===== src/logic/timer_pwm_capture_pkg.sv =====
// constants and types used by the timer; its prescaler and dead band generator use none of them
// assumes one clock domain and a byte-wide register port with a 4-bit address
`default_nettype none
package timer_pwm_capture_pkg;
    // register addresses on the byte port
    localparam logic [3:0] ADDR_COUNT_HI  = 4'h0;   // running count, high byte
    localparam logic [3:0] ADDR_COUNT_LO  = 4'h1;   // running count, low byte
    localparam logic [3:0] ADDR_RELOAD_HI = 4'h2;   // reload / compare, high byte
    localparam logic [3:0] ADDR_RELOAD_LO = 4'h3;   // reload / compare, low byte
    localparam logic [3:0] ADDR_PWM_HI    = 4'h4;   // pwm value / capture, high byte
    localparam logic [3:0] ADDR_PWM_LO    = 4'h5;   // pwm value / capture, low byte
    localparam logic [3:0] ADDR_CTL0      = 4'h6;   // timer_control_zero
    localparam logic [3:0] ADDR_CTL1      = 4'h7;   // timer_control_one
    localparam logic [3:0] ADDR_DEADBAND  = 4'h8;   // pwm control: dead band delay
    localparam logic [3:0] ADDR_STATUS    = 4'h9;   // read-only engine state

    // timer_control_one fields
    localparam int CTL1_ENABLE_BIT   = 7;           // timer enable
    localparam int CTL1_POL_BIT      = 6;           // idle level / transition sense
    localparam int CTL1_PRESC_HI     = 5;           // prescale exponent, top bit
    localparam int CTL1_PRESC_LO     = 3;           // prescale exponent, low bit
    localparam int CTL1_MODE_HI      = 2;           // timer_mode_field, top bit
    localparam int CTL1_MODE_LO      = 0;           // timer_mode_field, low bit

    // timer_control_zero fields
    localparam int CTL0_MODE_HIGH_BIT = 7;          // timer_mode_high_bit
    localparam int CTL0_ISS_HI        = 6;          // timer_interrupt_source_select
    localparam int CTL0_ISS_LO        = 5;
    localparam int CTL0_EDGE_BIT      = 4;          // capture edge: 0 rising, 1 falling

    // full mode code {timer_mode_high_bit, timer_mode_field}
    localparam logic [3:0] MODE_PWM_SINGLE = 4'h3;
    localparam logic [3:0] MODE_CAPCMP     = 4'h7;
    localparam logic [3:0] MODE_PWM_DUAL   = 4'h8;

    // interrupt source select codes
    localparam logic [1:0] ISS_BOTH        = 2'h0;
    localparam logic [1:0] ISS_CAPTURE     = 2'h1;
    localparam logic [1:0] ISS_RELOAD      = 2'h2;

    // reset values and restart count
    localparam logic [7:0]  RST_BYTE       = 8'h00;
    localparam logic [15:0] RST_COUNT      = 16'h0001;
    localparam logic [15:0] RST_RELOAD     = 16'hFFFF;
    localparam logic [15:0] RST_PWM        = 16'h0000;
    localparam logic [15:0] CNT_RESTART    = 16'h0001;
    localparam logic [15:0] CNT_STEP       = 16'h0001;

    // engine states, one-hot
    typedef enum logic [2:0] {
        ST_IDLE = 3'b001,
        ST_WAIT = 3'b010,
        ST_RUN  = 3'b100
    } tmr_state_e;
endpackage
`default_nettype wire


===== src/logic/timer_pwm_capture_unit.sv =====
// 16-bit timer with single and dual pwm, capture/compare and coherent count readback
// assumes a byte register port with one-cycle strobes and inputs synchronous to i_mclk
`default_nettype none
module timer_pwm_capture_unit #(
    parameter int DATA_W = 8,                      // register byte width
    parameter int ADDR_W = 4,                      // register address width
    parameter int CNT_W  = 16                      // counter width
) (
    // clock and reset
    input  wire logic              i_mclk,
    input  wire logic              i_rst,
    // register port
    input  wire logic [ADDR_W-1:0] i_addr,
    input  wire logic [DATA_W-1:0] i_wdata,
    input  wire logic              i_wr,
    input  wire logic              i_rd,
    output logic      [DATA_W-1:0] o_rdata,
    // timer input / complement output pin
    input  wire logic              i_tin,
    output logic                   o_tin_out,
    output logic                   o_tin_oe_n,
    // timer output pin
    output logic                   o_tout,
    // timer event pulse toward the interrupt controller
    output logic                   o_tmr_event
);
    // control registers
    logic [DATA_W-1:0] ctl0_r, ctl0_nxt;           // timer_control_zero
    logic [DATA_W-1:0] ctl1_r, ctl1_nxt;           // timer_control_one
    logic [DATA_W-1:0] db_r, db_nxt;               // dead band delay
    logic [CNT_W-1:0]  reload_r, reload_nxt;       // reload / compare
    logic [CNT_W-1:0]  pwm_r, pwm_nxt;             // pwm value / capture value

    // engine state
    timer_pwm_capture_pkg::tmr_state_e state_r, state_nxt;
    logic [CNT_W-1:0]  count_r, count_nxt;         // live counter
    logic [DATA_W-1:0] hold_r, hold_nxt;           // low byte latched by high read
    logic              toggle_r, toggle_nxt;       // toggle-mode output level
    logic              event_r, event_nxt;         // one-cycle event
    logic              tin_d_r;                    // previous input level
    logic              tout_r, tout_nxt;           // registered output pin
    logic              comp_r, comp_nxt;           // registered complement pin
    logic [DATA_W-1:0] rdata_r, rdata_nxt;         // registered read data

    // decoded fields
    logic       enable;                            // timer enable bit
    logic       pol;                               // idle level / sense
    logic [2:0] presc_exp;                         // prescale exponent
    logic [3:0] mode;                              // full mode code
    logic [1:0] iss;                               // event source select
    logic       edge_fall;                         // capture on falling edge
    logic       capmode;                           // capture/compare selected
    logic       pwm_mode;                          // either pwm mode
    logic       dual;                              // dual pwm selected
    logic       cap_edge;                          // selected edge seen this cycle
    logic       at_reload;                         // counter matches reload
    logic       pwm_active;                        // pwm positive phase
    logic       tick;                              // prescaled count enable
    logic       db_pos;                            // dead band primary side
    logic       db_neg;                            // dead band complement side

    // field decode from the control registers
    always_comb begin
        enable    = ctl1_r[timer_pwm_capture_pkg::CTL1_ENABLE_BIT];
        pol       = ctl1_r[timer_pwm_capture_pkg::CTL1_POL_BIT];
        presc_exp = ctl1_r[timer_pwm_capture_pkg::CTL1_PRESC_HI:
                           timer_pwm_capture_pkg::CTL1_PRESC_LO];
        // mode code is the high bit of control zero over the field of control one
        mode      = {ctl0_r[timer_pwm_capture_pkg::CTL0_MODE_HIGH_BIT],
                     ctl1_r[timer_pwm_capture_pkg::CTL1_MODE_HI:
                            timer_pwm_capture_pkg::CTL1_MODE_LO]};
        iss       = ctl0_r[timer_pwm_capture_pkg::CTL0_ISS_HI:
                           timer_pwm_capture_pkg::CTL0_ISS_LO];
        edge_fall = ctl0_r[timer_pwm_capture_pkg::CTL0_EDGE_BIT];
        capmode   = (mode == timer_pwm_capture_pkg::MODE_CAPCMP);
        dual      = (mode == timer_pwm_capture_pkg::MODE_PWM_DUAL);
        pwm_mode  = dual || (mode == timer_pwm_capture_pkg::MODE_PWM_SINGLE);
        // edge picked by software; the input is a plain synchronous level
        cap_edge  = edge_fall ? (tin_d_r && !i_tin)
                              : (!tin_d_r && i_tin);
        // reload registers double as the compare value in capture mode
        at_reload = (count_r == reload_r);
        // positive phase covers counts 1..pwm, the rest up to reload is negative
        pwm_active = (count_r <= pwm_r);
    end

    // prescaler only runs while the engine counts, so a period is reload*2**exp clocks
    timer_prescaler #(
        .EXP_W (3)
    ) u_presc (
        .i_mclk (i_mclk),
        .i_rst  (i_rst),
        .i_en   (state_r == timer_pwm_capture_pkg::ST_RUN),
        .i_exp  (presc_exp),
        .o_tick (tick)
    );

    // dead band split of the pwm level for dual mode, gap in system clocks
    timer_dead_band #(
        .DLY_W (DATA_W)
    ) u_db (
        .i_mclk  (i_mclk),
        .i_rst   (i_rst),
        .i_en    (dual && (state_r == timer_pwm_capture_pkg::ST_RUN)),
        .i_level (pwm_active),
        .i_delay (db_r),
        .o_pos   (db_pos),
        .o_neg   (db_neg)
    );

    // register writes, read side effects and the counting engine
    always_comb begin
        ctl0_nxt   = ctl0_r;
        ctl1_nxt   = ctl1_r;
        db_nxt     = db_r;
        reload_nxt = reload_r;
        pwm_nxt    = pwm_r;
        count_nxt  = count_r;
        hold_nxt   = hold_r;
        state_nxt  = state_r;
        toggle_nxt = toggle_r;
        event_nxt  = 1'b0;

        // software writes; the engine below overrides them in the same cycle,
        // which only matters if software breaks the disable-first convention
        if (i_wr) begin
            if (i_addr == timer_pwm_capture_pkg::ADDR_COUNT_HI) begin
                count_nxt[15:8] = i_wdata;
            end else if (i_addr == timer_pwm_capture_pkg::ADDR_COUNT_LO) begin
                count_nxt[7:0] = i_wdata;
            end else if (i_addr == timer_pwm_capture_pkg::ADDR_RELOAD_HI) begin
                reload_nxt[15:8] = i_wdata;
            end else if (i_addr == timer_pwm_capture_pkg::ADDR_RELOAD_LO) begin
                reload_nxt[7:0] = i_wdata;
            end else if (i_addr == timer_pwm_capture_pkg::ADDR_PWM_HI) begin
                pwm_nxt[15:8] = i_wdata;
            end else if (i_addr == timer_pwm_capture_pkg::ADDR_PWM_LO) begin
                pwm_nxt[7:0] = i_wdata;
            end else if (i_addr == timer_pwm_capture_pkg::ADDR_CTL0) begin
                ctl0_nxt = i_wdata;
            end else if (i_addr == timer_pwm_capture_pkg::ADDR_CTL1) begin
                ctl1_nxt = i_wdata;
            end else if (i_addr == timer_pwm_capture_pkg::ADDR_DEADBAND) begin
                db_nxt = i_wdata;
            end
        end

        // high byte read while running snapshots the low byte; nothing else moves
        if (i_rd && enable && (i_addr == timer_pwm_capture_pkg::ADDR_COUNT_HI)) begin
            hold_nxt = count_r[7:0];
        end

        case (state_r)
            timer_pwm_capture_pkg::ST_IDLE: begin
                // stopped: output rests at the programmed idle level
                toggle_nxt = pol;
                if (enable) begin
                    // capture mode holds off until the first selected edge
                    state_nxt = capmode ? timer_pwm_capture_pkg::ST_WAIT
                                        : timer_pwm_capture_pkg::ST_RUN;
                end
            end
            timer_pwm_capture_pkg::ST_WAIT: begin
                if (!enable) begin
                    state_nxt = timer_pwm_capture_pkg::ST_IDLE;
                end else if (cap_edge) begin
                    // starting edge opens counting and raises no event
                    state_nxt = timer_pwm_capture_pkg::ST_RUN;
                end
            end
            timer_pwm_capture_pkg::ST_RUN: begin
                if (!enable) begin
                    state_nxt = timer_pwm_capture_pkg::ST_IDLE;
                end else if (capmode && cap_edge) begin
                    // capture: value minus start gives elapsed ticks
                    pwm_nxt   = count_r;
                    count_nxt = timer_pwm_capture_pkg::CNT_RESTART;
                    event_nxt = (iss != timer_pwm_capture_pkg::ISS_RELOAD);
                end else if (tick) begin
                    if (at_reload) begin
                        // every pass after the first restarts at 0001
                        count_nxt  = timer_pwm_capture_pkg::CNT_RESTART;
                        toggle_nxt = !toggle_r;
                        event_nxt  = !capmode ||
                                     (iss != timer_pwm_capture_pkg::ISS_CAPTURE);
                    end else begin
                        // a start count above 0001 (up to reload) simply shortens the first pass
                        count_nxt = count_r + timer_pwm_capture_pkg::CNT_STEP;
                    end
                end
            end
            default: begin
                state_nxt = timer_pwm_capture_pkg::ST_IDLE;
            end
        endcase
    end

    // pin levels: pwm uses the phase, other modes the toggle flip-flop
    always_comb begin
        tout_nxt = toggle_r;
        comp_nxt = pol;
        if (state_r != timer_pwm_capture_pkg::ST_RUN) begin
            tout_nxt = pol;
        end else if (dual) begin
            // both pins sit at the idle level during the dead gap
            tout_nxt = db_pos ? !pol : pol;
            comp_nxt = db_neg ? !pol : pol;
        end else if (pwm_mode) begin
            // transition sense: positive phase drives the inverse of idle
            tout_nxt = pwm_active ? !pol : pol;
        end
    end

    // read data, one cycle after the strobe; unmapped addresses read zero
    always_comb begin
        rdata_nxt = timer_pwm_capture_pkg::RST_BYTE;
        if (i_rd) begin
            if (i_addr == timer_pwm_capture_pkg::ADDR_COUNT_HI) begin
                rdata_nxt = count_r[15:8];
            end else if (i_addr == timer_pwm_capture_pkg::ADDR_COUNT_LO) begin
                // live value when stopped, snapshot when running
                rdata_nxt = enable ? hold_r : count_r[7:0];
            end else if (i_addr == timer_pwm_capture_pkg::ADDR_RELOAD_HI) begin
                rdata_nxt = reload_r[15:8];
            end else if (i_addr == timer_pwm_capture_pkg::ADDR_RELOAD_LO) begin
                rdata_nxt = reload_r[7:0];
            end else if (i_addr == timer_pwm_capture_pkg::ADDR_PWM_HI) begin
                rdata_nxt = pwm_r[15:8];
            end else if (i_addr == timer_pwm_capture_pkg::ADDR_PWM_LO) begin
                rdata_nxt = pwm_r[7:0];
            end else if (i_addr == timer_pwm_capture_pkg::ADDR_CTL0) begin
                rdata_nxt = ctl0_r;
            end else if (i_addr == timer_pwm_capture_pkg::ADDR_CTL1) begin
                rdata_nxt = ctl1_r;
            end else if (i_addr == timer_pwm_capture_pkg::ADDR_DEADBAND) begin
                rdata_nxt = db_r;
            end else if (i_addr == timer_pwm_capture_pkg::ADDR_STATUS) begin
                // engine state in the low bits, pin levels above
                rdata_nxt = {3'h0, comp_r, tout_r, state_r};
            end
        end
    end

    // all registers of the block
    always_ff @(posedge i_mclk) begin
        if (i_rst) begin
            ctl0_r   <= timer_pwm_capture_pkg::RST_BYTE;
            ctl1_r   <= timer_pwm_capture_pkg::RST_BYTE;
            db_r     <= timer_pwm_capture_pkg::RST_BYTE;
            reload_r <= timer_pwm_capture_pkg::RST_RELOAD;
            pwm_r    <= timer_pwm_capture_pkg::RST_PWM;
            count_r  <= timer_pwm_capture_pkg::RST_COUNT;
            hold_r   <= timer_pwm_capture_pkg::RST_BYTE;
            state_r  <= timer_pwm_capture_pkg::ST_IDLE;
            toggle_r <= 1'b0;
            event_r  <= 1'b0;
            tin_d_r  <= 1'b0;
            tout_r   <= 1'b0;
            comp_r   <= 1'b0;
            rdata_r  <= timer_pwm_capture_pkg::RST_BYTE;
        end else begin
            ctl0_r   <= ctl0_nxt;
            ctl1_r   <= ctl1_nxt;
            db_r     <= db_nxt;
            reload_r <= reload_nxt;
            pwm_r    <= pwm_nxt;
            count_r  <= count_nxt;
            hold_r   <= hold_nxt;
            state_r  <= state_nxt;
            toggle_r <= toggle_nxt;
            event_r  <= event_nxt;
            tin_d_r  <= i_tin;
            tout_r   <= tout_nxt;
            comp_r   <= comp_nxt;
            rdata_r  <= rdata_nxt;
        end
    end

    // outputs; the input pin is driven only when dual mode claims it
    assign o_rdata     = rdata_r;
    assign o_tout      = tout_r;
    assign o_tin_out   = comp_r;
    assign o_tin_oe_n  = !dual;
    assign o_tmr_event = event_r;
endmodule
`default_nettype wire


===== src/logic/timer_prescaler.sv =====
// power-of-two prescaler producing a one-cycle tick enable
// assumes the exponent is stable while running; clears whenever not enabled
`default_nettype none
module timer_prescaler #(
    parameter int EXP_W = 3                        // exponent width
) (
    // clock and reset
    input  wire logic             i_mclk,
    input  wire logic             i_rst,
    // control
    input  wire logic             i_en,
    input  wire logic [EXP_W-1:0] i_exp,
    // tick out
    output logic                  o_tick
);
    localparam int CNT_W = (1 << EXP_W) - 1;       // counter width for largest divide
    localparam logic [CNT_W-1:0] ALL_ONES = {CNT_W{1'b1}};
    localparam logic [EXP_W-1:0] EXP_MAX  = {EXP_W{1'b1}};

    logic [CNT_W-1:0] cnt_r;                       // free count while enabled
    logic [CNT_W-1:0] cnt_nxt;
    logic [CNT_W-1:0] mask;                        // low bits that must all be set

    // divide by 2**exp: tick when the masked low bits are all ones
    always_comb begin
        mask    = ALL_ONES >> (EXP_MAX - i_exp);
        o_tick  = i_en && ((cnt_r & mask) == mask);
        cnt_nxt = i_en ? cnt_r + {{(CNT_W-1){1'b0}}, 1'b1} : '0;
    end

    // counter register
    always_ff @(posedge i_mclk) begin
        if (i_rst) begin
            cnt_r <= '0;
        end else begin
            cnt_r <= cnt_nxt;
        end
    end
endmodule
`default_nettype wire


===== src/logic/timer_dead_band.sv =====
// splits one pwm level into a pair of complementary levels with a dead gap
// assumes the gap is shorter than either phase; otherwise a phase can vanish
`default_nettype none
module timer_dead_band #(
    parameter int DLY_W = 8                        // dead band counter width
) (
    // clock and reset
    input  wire logic             i_mclk,
    input  wire logic             i_rst,
    // control
    input  wire logic             i_en,
    input  wire logic             i_level,
    input  wire logic [DLY_W-1:0] i_delay,         // gap in system clocks
    // paired outputs, high means asserted
    output logic                  o_pos,
    output logic                  o_neg
);
    logic             prev_r, prev_nxt;            // level last seen
    logic [DLY_W-1:0] cnt_r, cnt_nxt;              // remaining gap
    logic             pos_r, pos_nxt;
    logic             neg_r, neg_nxt;

    // on a level change drop both sides and wait the gap, or switch sides at once when the gap is zero
    always_comb begin
        prev_nxt = i_level;
        cnt_nxt  = cnt_r;
        pos_nxt  = pos_r;
        neg_nxt  = neg_r;
        if (!i_en) begin
            // both sides rest while the timer is stopped
            cnt_nxt = '0;
            pos_nxt = 1'b0;
            neg_nxt = 1'b0;
        end else if (i_level != prev_r) begin
            if (i_delay == '0) begin
                pos_nxt = i_level;
                neg_nxt = !i_level;
            end else begin
                pos_nxt = 1'b0;
                neg_nxt = 1'b0;
                cnt_nxt = i_delay;
            end
        end else if (cnt_r > {{(DLY_W-1){1'b0}}, 1'b1}) begin
            cnt_nxt = cnt_r - {{(DLY_W-1){1'b0}}, 1'b1};
        end else begin
            // gap over (or none pending): drive the side that matches the level
            cnt_nxt = '0;
            pos_nxt = prev_r;
            neg_nxt = !prev_r;
        end
    end

    // state registers
    always_ff @(posedge i_mclk) begin
        if (i_rst) begin
            prev_r <= 1'b0;
            cnt_r  <= '0;
            pos_r  <= 1'b0;
            neg_r  <= 1'b0;
        end else begin
            prev_r <= prev_nxt;
            cnt_r  <= cnt_nxt;
            pos_r  <= pos_nxt;
            neg_r  <= neg_nxt;
        end
    end

    assign o_pos = pos_r;
    assign o_neg = neg_r;
endmodule
`default_nettype wire


===== config.mk =====
export PLATFORM = sky130hd
export DESIGN_NAME = timer_pwm_capture_unit
export DESIGN_NICKNAME = d
export VERILOG_FILES = /design/src/logic/timer_pwm_capture_pkg.sv /design/src/logic/timer_pwm_capture_unit.sv /design/src/logic/timer_prescaler.sv /design/src/logic/timer_dead_band.sv
export SDC_FILE = /design/constraint.sdc
export NUM_CORES = 1
export LEC_CHECK = 0
export ABC_AREA = 1
export BUFFER_PORTS_ARGS = -buffer_cell sky130_fd_sc_hd__buf_2
export CORE_ASPECT_RATIO = 1.5
export CORE_MARGIN = 2
export CORE_UTILIZATION = 50
export DETAILED_ROUTE_END_ITERATION = 7
export PLACE_DENSITY = 0.67
export SYNTH_ARGS = -nofsm -noshare
export SYNTH_HDL_FRONTEND = slang
export SYNTH_SLANG_ARGS = --single-unit

===== constraint.sdc =====
create_clock -name i_mclk -period 4.9 [get_ports i_mclk]
set_input_delay 0.735 -clock i_mclk [delete_from_list [all_inputs] [get_ports i_mclk]]
set_output_delay 0.735 -clock i_mclk [all_outputs]
set_load 0.005 [all_outputs]

=== After elaboration in Yosys (flattened, before gate mapping) ===
Cells that the tools add are included.

* Input bits: 17
* Word-level logic and storage cells: 164
* Output and inout bits: 12
* Register bits: 114

* Equal/unequal tests: 30
* Reduce and logical (&&, ||, !) cells: 31
* Multiplexer cells: 63
* Order comparisons: 2
* Bitwise logic cells: 13
* Add/sub/neg operators: 4
* Shift operators: 1

{| class="wikitable"
|+ Operator list
! kind !! number
|-
| 16-bit 2-to-1 mux || 14
|-
| 8-bit 2-to-1 mux || 19
|-
| 1-bit 2-to-1 mux || 22
|-
| 4-bit by 3-bit == test with 1-bit output (second input constant) || 5
|-
| 16-bit by 1-bit adder with 16-bit output (second input constant) || 1
|-
| 16-bit == test || 1
|-
| 16-bit <= comparator || 1
|-
| 2-bit != test (second input constant) || 8
|-
| 3-bit 2-to-1 mux || 5
|-
| 4-bit by 2-bit == test with 1-bit output (second input constant) || 3
|-
| 4-bit == test (second input constant) || 3
|-
| 1-bit inverter || 12
|-
| 10-bit AND reduction || 1
|-
| 5-bit AND reduction || 2
|-
| 3-bit one-hot mux with 3 select lines || 1
|-
| 9-bit AND reduction || 1
|-
| 8-bit by 1-bit greater-than comparator with 1-bit output (second input constant) || 1
|-
| 1-bit zero test || 8
|-
| 8-bit zero test || 1
|-
| 8-bit AND reduction || 1
|-
| 8-bit by 1-bit subtractor with 8-bit output (second input constant) || 1
|-
| 7-bit by 1-bit adder with 7-bit output (second input constant) || 1
|-
| 7-bit bitwise AND || 1
|-
| 7-bit == test || 1
|-
| 19 further kinds || 30
|}

=== Depth between registers and ports, before layout ===
* Depth after elaboration: 11
* Mapped depth: 19
* Depth with buffers taken out: 19

=== By module ===
A second synthesis with hierarchy kept.

* Cells, all modules: 1004
* Area total of the unflattened synthesis: 6820.3 um^2

{| class="wikitable"
|+ By module, submodules not included
! module !! seq. area each (um^2) !! cells an instance !! area an instance (um^2) !! times used
|-
| timer_pwm_capture_unit || 1921.8 || 840 || 5703.0 || 1
|-
| timer_dead_band || 220.2 || 113 || 773.2 || 1
|-
| timer_prescaler || 140.1 || 51 || 344.1 || 1
|}

=== Worst setup path before layout ===
Ideal clock, no wire load.

* Kind: input-to-reg
* From: in i_addr[3]
* To: reg pwm_r[12]
* Data required time: 4.761 ns
* Library setup time: 0.139 ns
* Arrival time: 1.730 ns
* Setup slack: 3.031 ns
* Stages: 7
* Buffers on the path: 1
* Cells stage by stage: inv_1 > nand2_1 > nor2_4 > nand2_2 > buf_4 > a211oi_1 > a211oi_2

* Longest elaborated chain between the ends: 10
* Elaborated cells on any way between the ends: 14
* Classes of those cells: 4 x eq/ne; 9 x mux; 1 x reduce/logical

{| class="wikitable"
|+ RTL lines
! element !! line !! text
|-
| from (decl) || timer_pwm_capture_unit.sv:13 || <nowiki>input wire logic [ADDR_W-1:0] i_addr,</nowiki>
|-
| 4-bit by 3-bit == test with 1-bit output || timer_pwm_capture_unit.sv:135 || <nowiki>end else if (i_addr == timer_pwm_capture_pkg::ADDR_PWM_HI) begin</nowiki>
|-
| 8-bit 2-to-1 mux || timer_pwm_capture_unit.sv:135 ||
|-
| 16-bit 2-to-1 mux || timer_pwm_capture_unit.sv:133 || <nowiki>end else if (i_addr == timer_pwm_capture_pkg::ADDR_RELOAD_LO) begin</nowiki>
|-
| 16-bit 2-to-1 mux || timer_pwm_capture_unit.sv:131 || <nowiki>end else if (i_addr == timer_pwm_capture_pkg::ADDR_RELOAD_HI) begin</nowiki>
|-
| 16-bit 2-to-1 mux || timer_pwm_capture_unit.sv:129 || <nowiki>end else if (i_addr == timer_pwm_capture_pkg::ADDR_COUNT_LO) begin</nowiki>
|-
| 16-bit 2-to-1 mux (*) || timer_pwm_capture_unit.sv:127 || <nowiki>if (i_addr == timer_pwm_capture_pkg::ADDR_COUNT_HI) begin</nowiki>
|-
| 16-bit 2-to-1 mux (*) || timer_pwm_capture_unit.sv:126 || <nowiki>if (i_wr) begin</nowiki>
|-
| 16-bit 2-to-1 mux || timer_pwm_capture_unit.sv:174 || <nowiki>end else if (capmode && cap_edge) begin</nowiki>
|-
| 16-bit 2-to-1 mux || timer_pwm_capture_unit.sv:172 || <nowiki>if (!enable) begin</nowiki>
|-
| 16-bit 2-to-1 mux (*) || timer_pwm_capture_unit.sv:153 || <nowiki>case (state_r)</nowiki>
|-
| to (signal assigned) || timer_pwm_capture_unit.sv:251 || <nowiki>pwm_r <= timer_pwm_capture_pkg::RST_PWM;</nowiki>
|-
| to (signal assigned) || timer_pwm_capture_unit.sv:266 || <nowiki>pwm_r <= pwm_nxt;</nowiki>
|-
| to (decl) || timer_pwm_capture_unit.sv:32 || <nowiki>logic [CNT_W-1:0] pwm_r, pwm_nxt;</nowiki>
|}

Every way passes the cells marked *; elsewhere a longest branch is shown, timed or not.
A chain may end at the register's enable or synchronous reset.

=== Worst setup path after layout ===
* From: reg count_r[7]
* To: reg count_r[13]

* Longest elaborated chain between the ends: 6
* Elaborated cells on any way between the ends: 7
* Classes of those cells: 1 x add/sub; 1 x eq/ne; 5 x mux

{| class="wikitable"
|+ RTL lines
! element !! line !! text
|-
| from (decl) || timer_pwm_capture_unit.sv:36 || <nowiki>logic [CNT_W-1:0] count_r, count_nxt;</nowiki>
|-
| from (signal assigned) || timer_pwm_capture_unit.sv:252 || <nowiki>count_r <= timer_pwm_capture_pkg::RST_COUNT;</nowiki>
|-
| from (signal assigned) || timer_pwm_capture_unit.sv:267 || <nowiki>count_r <= count_nxt;</nowiki>
|-
| 16-bit by 1-bit adder with 16-bit output / 16-bit == test (equally long branches) || timer_pwm_capture_unit.sv:188, timer_pwm_capture_unit.sv:82 ||
|-
| 16-bit 2-to-1 mux (*) || timer_pwm_capture_unit.sv:180 || <nowiki>if (at_reload) begin</nowiki>
|-
| 16-bit 2-to-1 mux (*) || timer_pwm_capture_unit.sv:179 || <nowiki>end else if (tick) begin</nowiki>
|-
| 16-bit 2-to-1 mux (*) || timer_pwm_capture_unit.sv:174 ||
|-
| 16-bit 2-to-1 mux (*) || timer_pwm_capture_unit.sv:172 ||
|-
| 16-bit 2-to-1 mux (*) || timer_pwm_capture_unit.sv:153 ||
|}

Marks and branches as above.

==> flow_metrics.tcl <==
set metrics [dict create \
    outcome "completed" \
    clock_path_buffers 2 \
    slew_viol_final 0 \
    finalSetupViolCount 0 \
    postCtsResizedCells 0 \
    max-slew-margin-rel 0.3473 \
    multiInputGateArea_sq_um 3695 \
    cts.sinks 114 \
    rsz_0062_raised_after_global_routing "false" \
    postSynthCellCount 963 \
    vdd.ir_drop.worst_mv 0.2081 \
    detailroute.via_count 6594 \
    tightestPinTransition_ps 975.5 \
    port_buffers 28 \
    worstPathCellList "xnor2_1 -> nand2_1 -> nor3_1 -> nand4_1 -> inv_1 -> o21ai_0 -> nand2_1 -> a21oi_1" \
    critPathBufInv 1 \
    yosysTopAreaCellShare 0.3416 \
    setup.worst_path.class "reg2reg" \
    cts-buffers-inserted 17 \
    drive_above_1_share 0.1140 \
    synth_sequential_area_ratio 0.3416 \
    dp_worst_setup_slack_ps 1977 \
    tritoncts_clock_tree "yes" \
    sum_of_negative_setup_slack_ps 0 \
    ys_types 42 \
    syn_to_final_growth_pct 11.74 \
    crit_slowest_cell "sky130_fd_sc_hd__nand4_1" \
    max_freq_mhz 378.8 \
    dpl.hpwl_microns 15450 \
    ctsRootBufferMaster "sky130_fd_sc_hd__clkbuf_16" \
    arrival_ps 2940 \
    ys.flop_type "sky130_fd_sc_hd__dfxtp_1" \
    cp_common_cell "sky130_fd_sc_hd__nand2_1" \
    cp_top_family "simple AND/OR/NAND/NOR gates" \
    p_per_cell_area_nw_per_um2 334.3 \
    core_ar_sq_um 13020 \
    place.gp.congestion 0.9842 \
    grt_max_degree 57 \
    clock_pin_slew_reported_for_the_worst_setup_and_hold_paths_after_clock_tree_synthesis_ps 60 \
    post_synth_design_cell_area_sq_um 6680 \
    top_cells_by_area_in_the_synthesized_netlist "sky130_fd_sc_hd__dfxtp_1 (34%), sky130_fd_sc_hd__nand2_1 (11%), sky130_fd_sc_hd__a21oi_1 (7.3%)" \
    worst_path_largest_cell_delay_ps 670 \
    synth_edf_count 0 \
    route.final.wire_length_microns 21110 \
    start_util 0.5132 \
    die_h_microns 145.6 \
    antennaDiodeCount 0 \
    routed_wire_length_per_instance_microns 18.36 \
    final_hold_viol_count 0 \
    ioPinCount 29 \
    fin_skew_ps 7.893 \
    crit_fanout 14 \
    drt_first_pass_iters 5 \
    most_common_cell_in_the_netlist "sky130_fd_sc_hd__nand2_1" \
    drt_via_density 5.734 \
    drt-initial-drc-count 473 \
    layout_min_cycle_time_ps 2640 \
    postSynth.asyncResetShare 0 \
    final-seq-area_sq_um 2282 \
    max-cap-violations 0 \
    worst_skew_pair.late_latency_ps 420 \
    synth_area_per_cell_sq_um 6.937 \
    placementRows 51 \
    synth_top_area_cell "sky130_fd_sc_hd__dfxtp_1" \
    cts_setup_buffers 0 \
    final_net_count 1015 \
    grt_pass1_wl_microns 32950 \
    ys_seq_elements 114 \
    design.die.area_sq_um 14320 \
    count_of_antenna_violating_nets_left_after_detailed_routing 0 \
    hold_path.class "reg2reg" \
    synth.top_cells.by_count "sky130_fd_sc_hd__nand2_1 (202), sky130_fd_sc_hd__inv_1 (121), sky130_fd_sc_hd__dfxtp_1 (114), sky130_fd_sc_hd__a21oi_1 (97), sky130_fd_sc_hd__o21ai_0 (97)" \
    holdBufCountCts 0 \
    cp.required_ps 5200 \
    drc 0 \
    synth_nets 1000 \
    vias_in_the_first_global_route 6229 \
    grt_util_all_layers 0.2974 \
    final_critical_path_setup_slack_ps 2260 \
    antenna_found_initial 0 \
    worst_setup_path_end_kind "flop" \
    synth-warning-count 0 \
    fillCellCount 1303 \
    globalRouteOverflowTotal 0 \
    die-width_microns 98.38 \
    cellLeakagePower_nw 3.192 \
    cts-htree-levels 4 \
    finalCritPeriodShare 0.5387 \
    critical_path.startpoint_type "flop" \
]
## worst paths after layout
path	startpoint	endpoint	slack [ps]	depth (start not counted)
setup / recovery	count_r[7]	count_r[13]	2260	8
hold / removal	hold_r[0]	hold_r[0]	440	2
setup reg to reg	count_r[7]	count_r[13]	2260	8
hold reg to reg	hold_r[0]	hold_r[0]	440	2
## cell type report
type                            count  share of cell area
Multi-Input combinational cell    680              0.4950
Sequential cell                   114              0.3057
Inverter                          135             0.06872
Clock buffer                       22             0.06219
Tap cell                          159             0.02665
Clock inverter                     10             0.02095
Timing Repair Buffer               30             0.02078
## cell usage in the layout, fill, tap and decap left out, types with 4 or more instances in the layout
cell type and instances:
sky130_fd_sc_hd__nor2_1 70, sky130_fd_sc_hd__nand3_1 41, sky130_fd_sc_hd__a211oi_2 12, sky130_fd_sc_hd__nand2_1 202, sky130_fd_sc_hd__nor2_2 4, sky130_fd_sc_hd__a221oi_1 7
sky130_fd_sc_hd__clkinv_2 5, sky130_fd_sc_hd__xor2_1 10, sky130_fd_sc_hd__bufinv_16 4, sky130_fd_sc_hd__a21oi_1 97, sky130_fd_sc_hd__nor2_4 5, sky130_fd_sc_hd__dfxtp_1 114
sky130_fd_sc_hd__inv_1 121, sky130_fd_sc_hd__o211ai_1 15, sky130_fd_sc_hd__xnor2_1 15, sky130_fd_sc_hd__o21ai_0 97, sky130_fd_sc_hd__ha_1 20, sky130_fd_sc_hd__inv_2 11
sky130_fd_sc_hd__buf_2 28, sky130_fd_sc_hd__nor3_1 10, sky130_fd_sc_hd__o21ai_1 16, sky130_fd_sc_hd__nand4_1 21, sky130_fd_sc_hd__a211oi_1 6, sky130_fd_sc_hd__nor3_2 5
sky130_fd_sc_hd__clkbuf_16 17
## worst min-delay path, delay by kind of cell (launching register included)
| kind | cells | cell delay, ps |
|---|---|---|
| AOI/OAI and AO/OA | 1 | 50 |
| buffers and inverters | 1 | 40 |
| DFF | 1 | 300 |
## state kept, by name, indices dropped and copies added, names as in the netlist, 7 cells and up
name / count
ctl0_r: 8
pwm_r: 16
o_rdata: 8
hold_r: 8
count_r: 16
ctl1_r: 8
u_db.cnt_r: 8
db_r: 8
reload_r: 16
u_presc.cnt_r: 7
## per-stage QoR
stage	util	hold WS [ps]	area (sq um)	power [mW]	cells
after global placement	0.5258	434.4	6844	1.192	1118
after detailed placement	0.5258	440.4	6844	1.193	1118
final	0.5734	442.6	7465	2.495	1150
after CTS	0.5734	447.4	7465	2.500	1150
after floorplan	-	423.7	6680	1.123	963
after global routing	0.5734	456.8	7465	2.572	1150
## power by group
group | switching (mW) | internal, mW | total (mW)
combinational | 0.152 | 0.0644 | 0.216
clock | 0.445 | 0.874 | 1.32
sequential | 0.0167 | 0.943 | 0.960
## per-layer routing
metal / track usage / wire (microns)
met1: 0.3232 / 7771
met2: 0.5207 / 10500
met3: 0.05427 / 1211
met4: 0.1938 / 1629
met5: 0 / 0
## logic make-up after synthesis
group / after synthesis / share of synthesized area
XOR/XNOR: 25 / 0.03278
buffers and inverters: 169 / 0.1053
AND/OR/NAND/NOR: 372 / 0.2551
AO/OA/AOI/OAI: 263 / 0.2278
flip-flops: 114 / 0.3416
adder cells (fa/ha/maj): 20 / 0.03746
No activity file was read; power rests on OpenSTA's default activity.
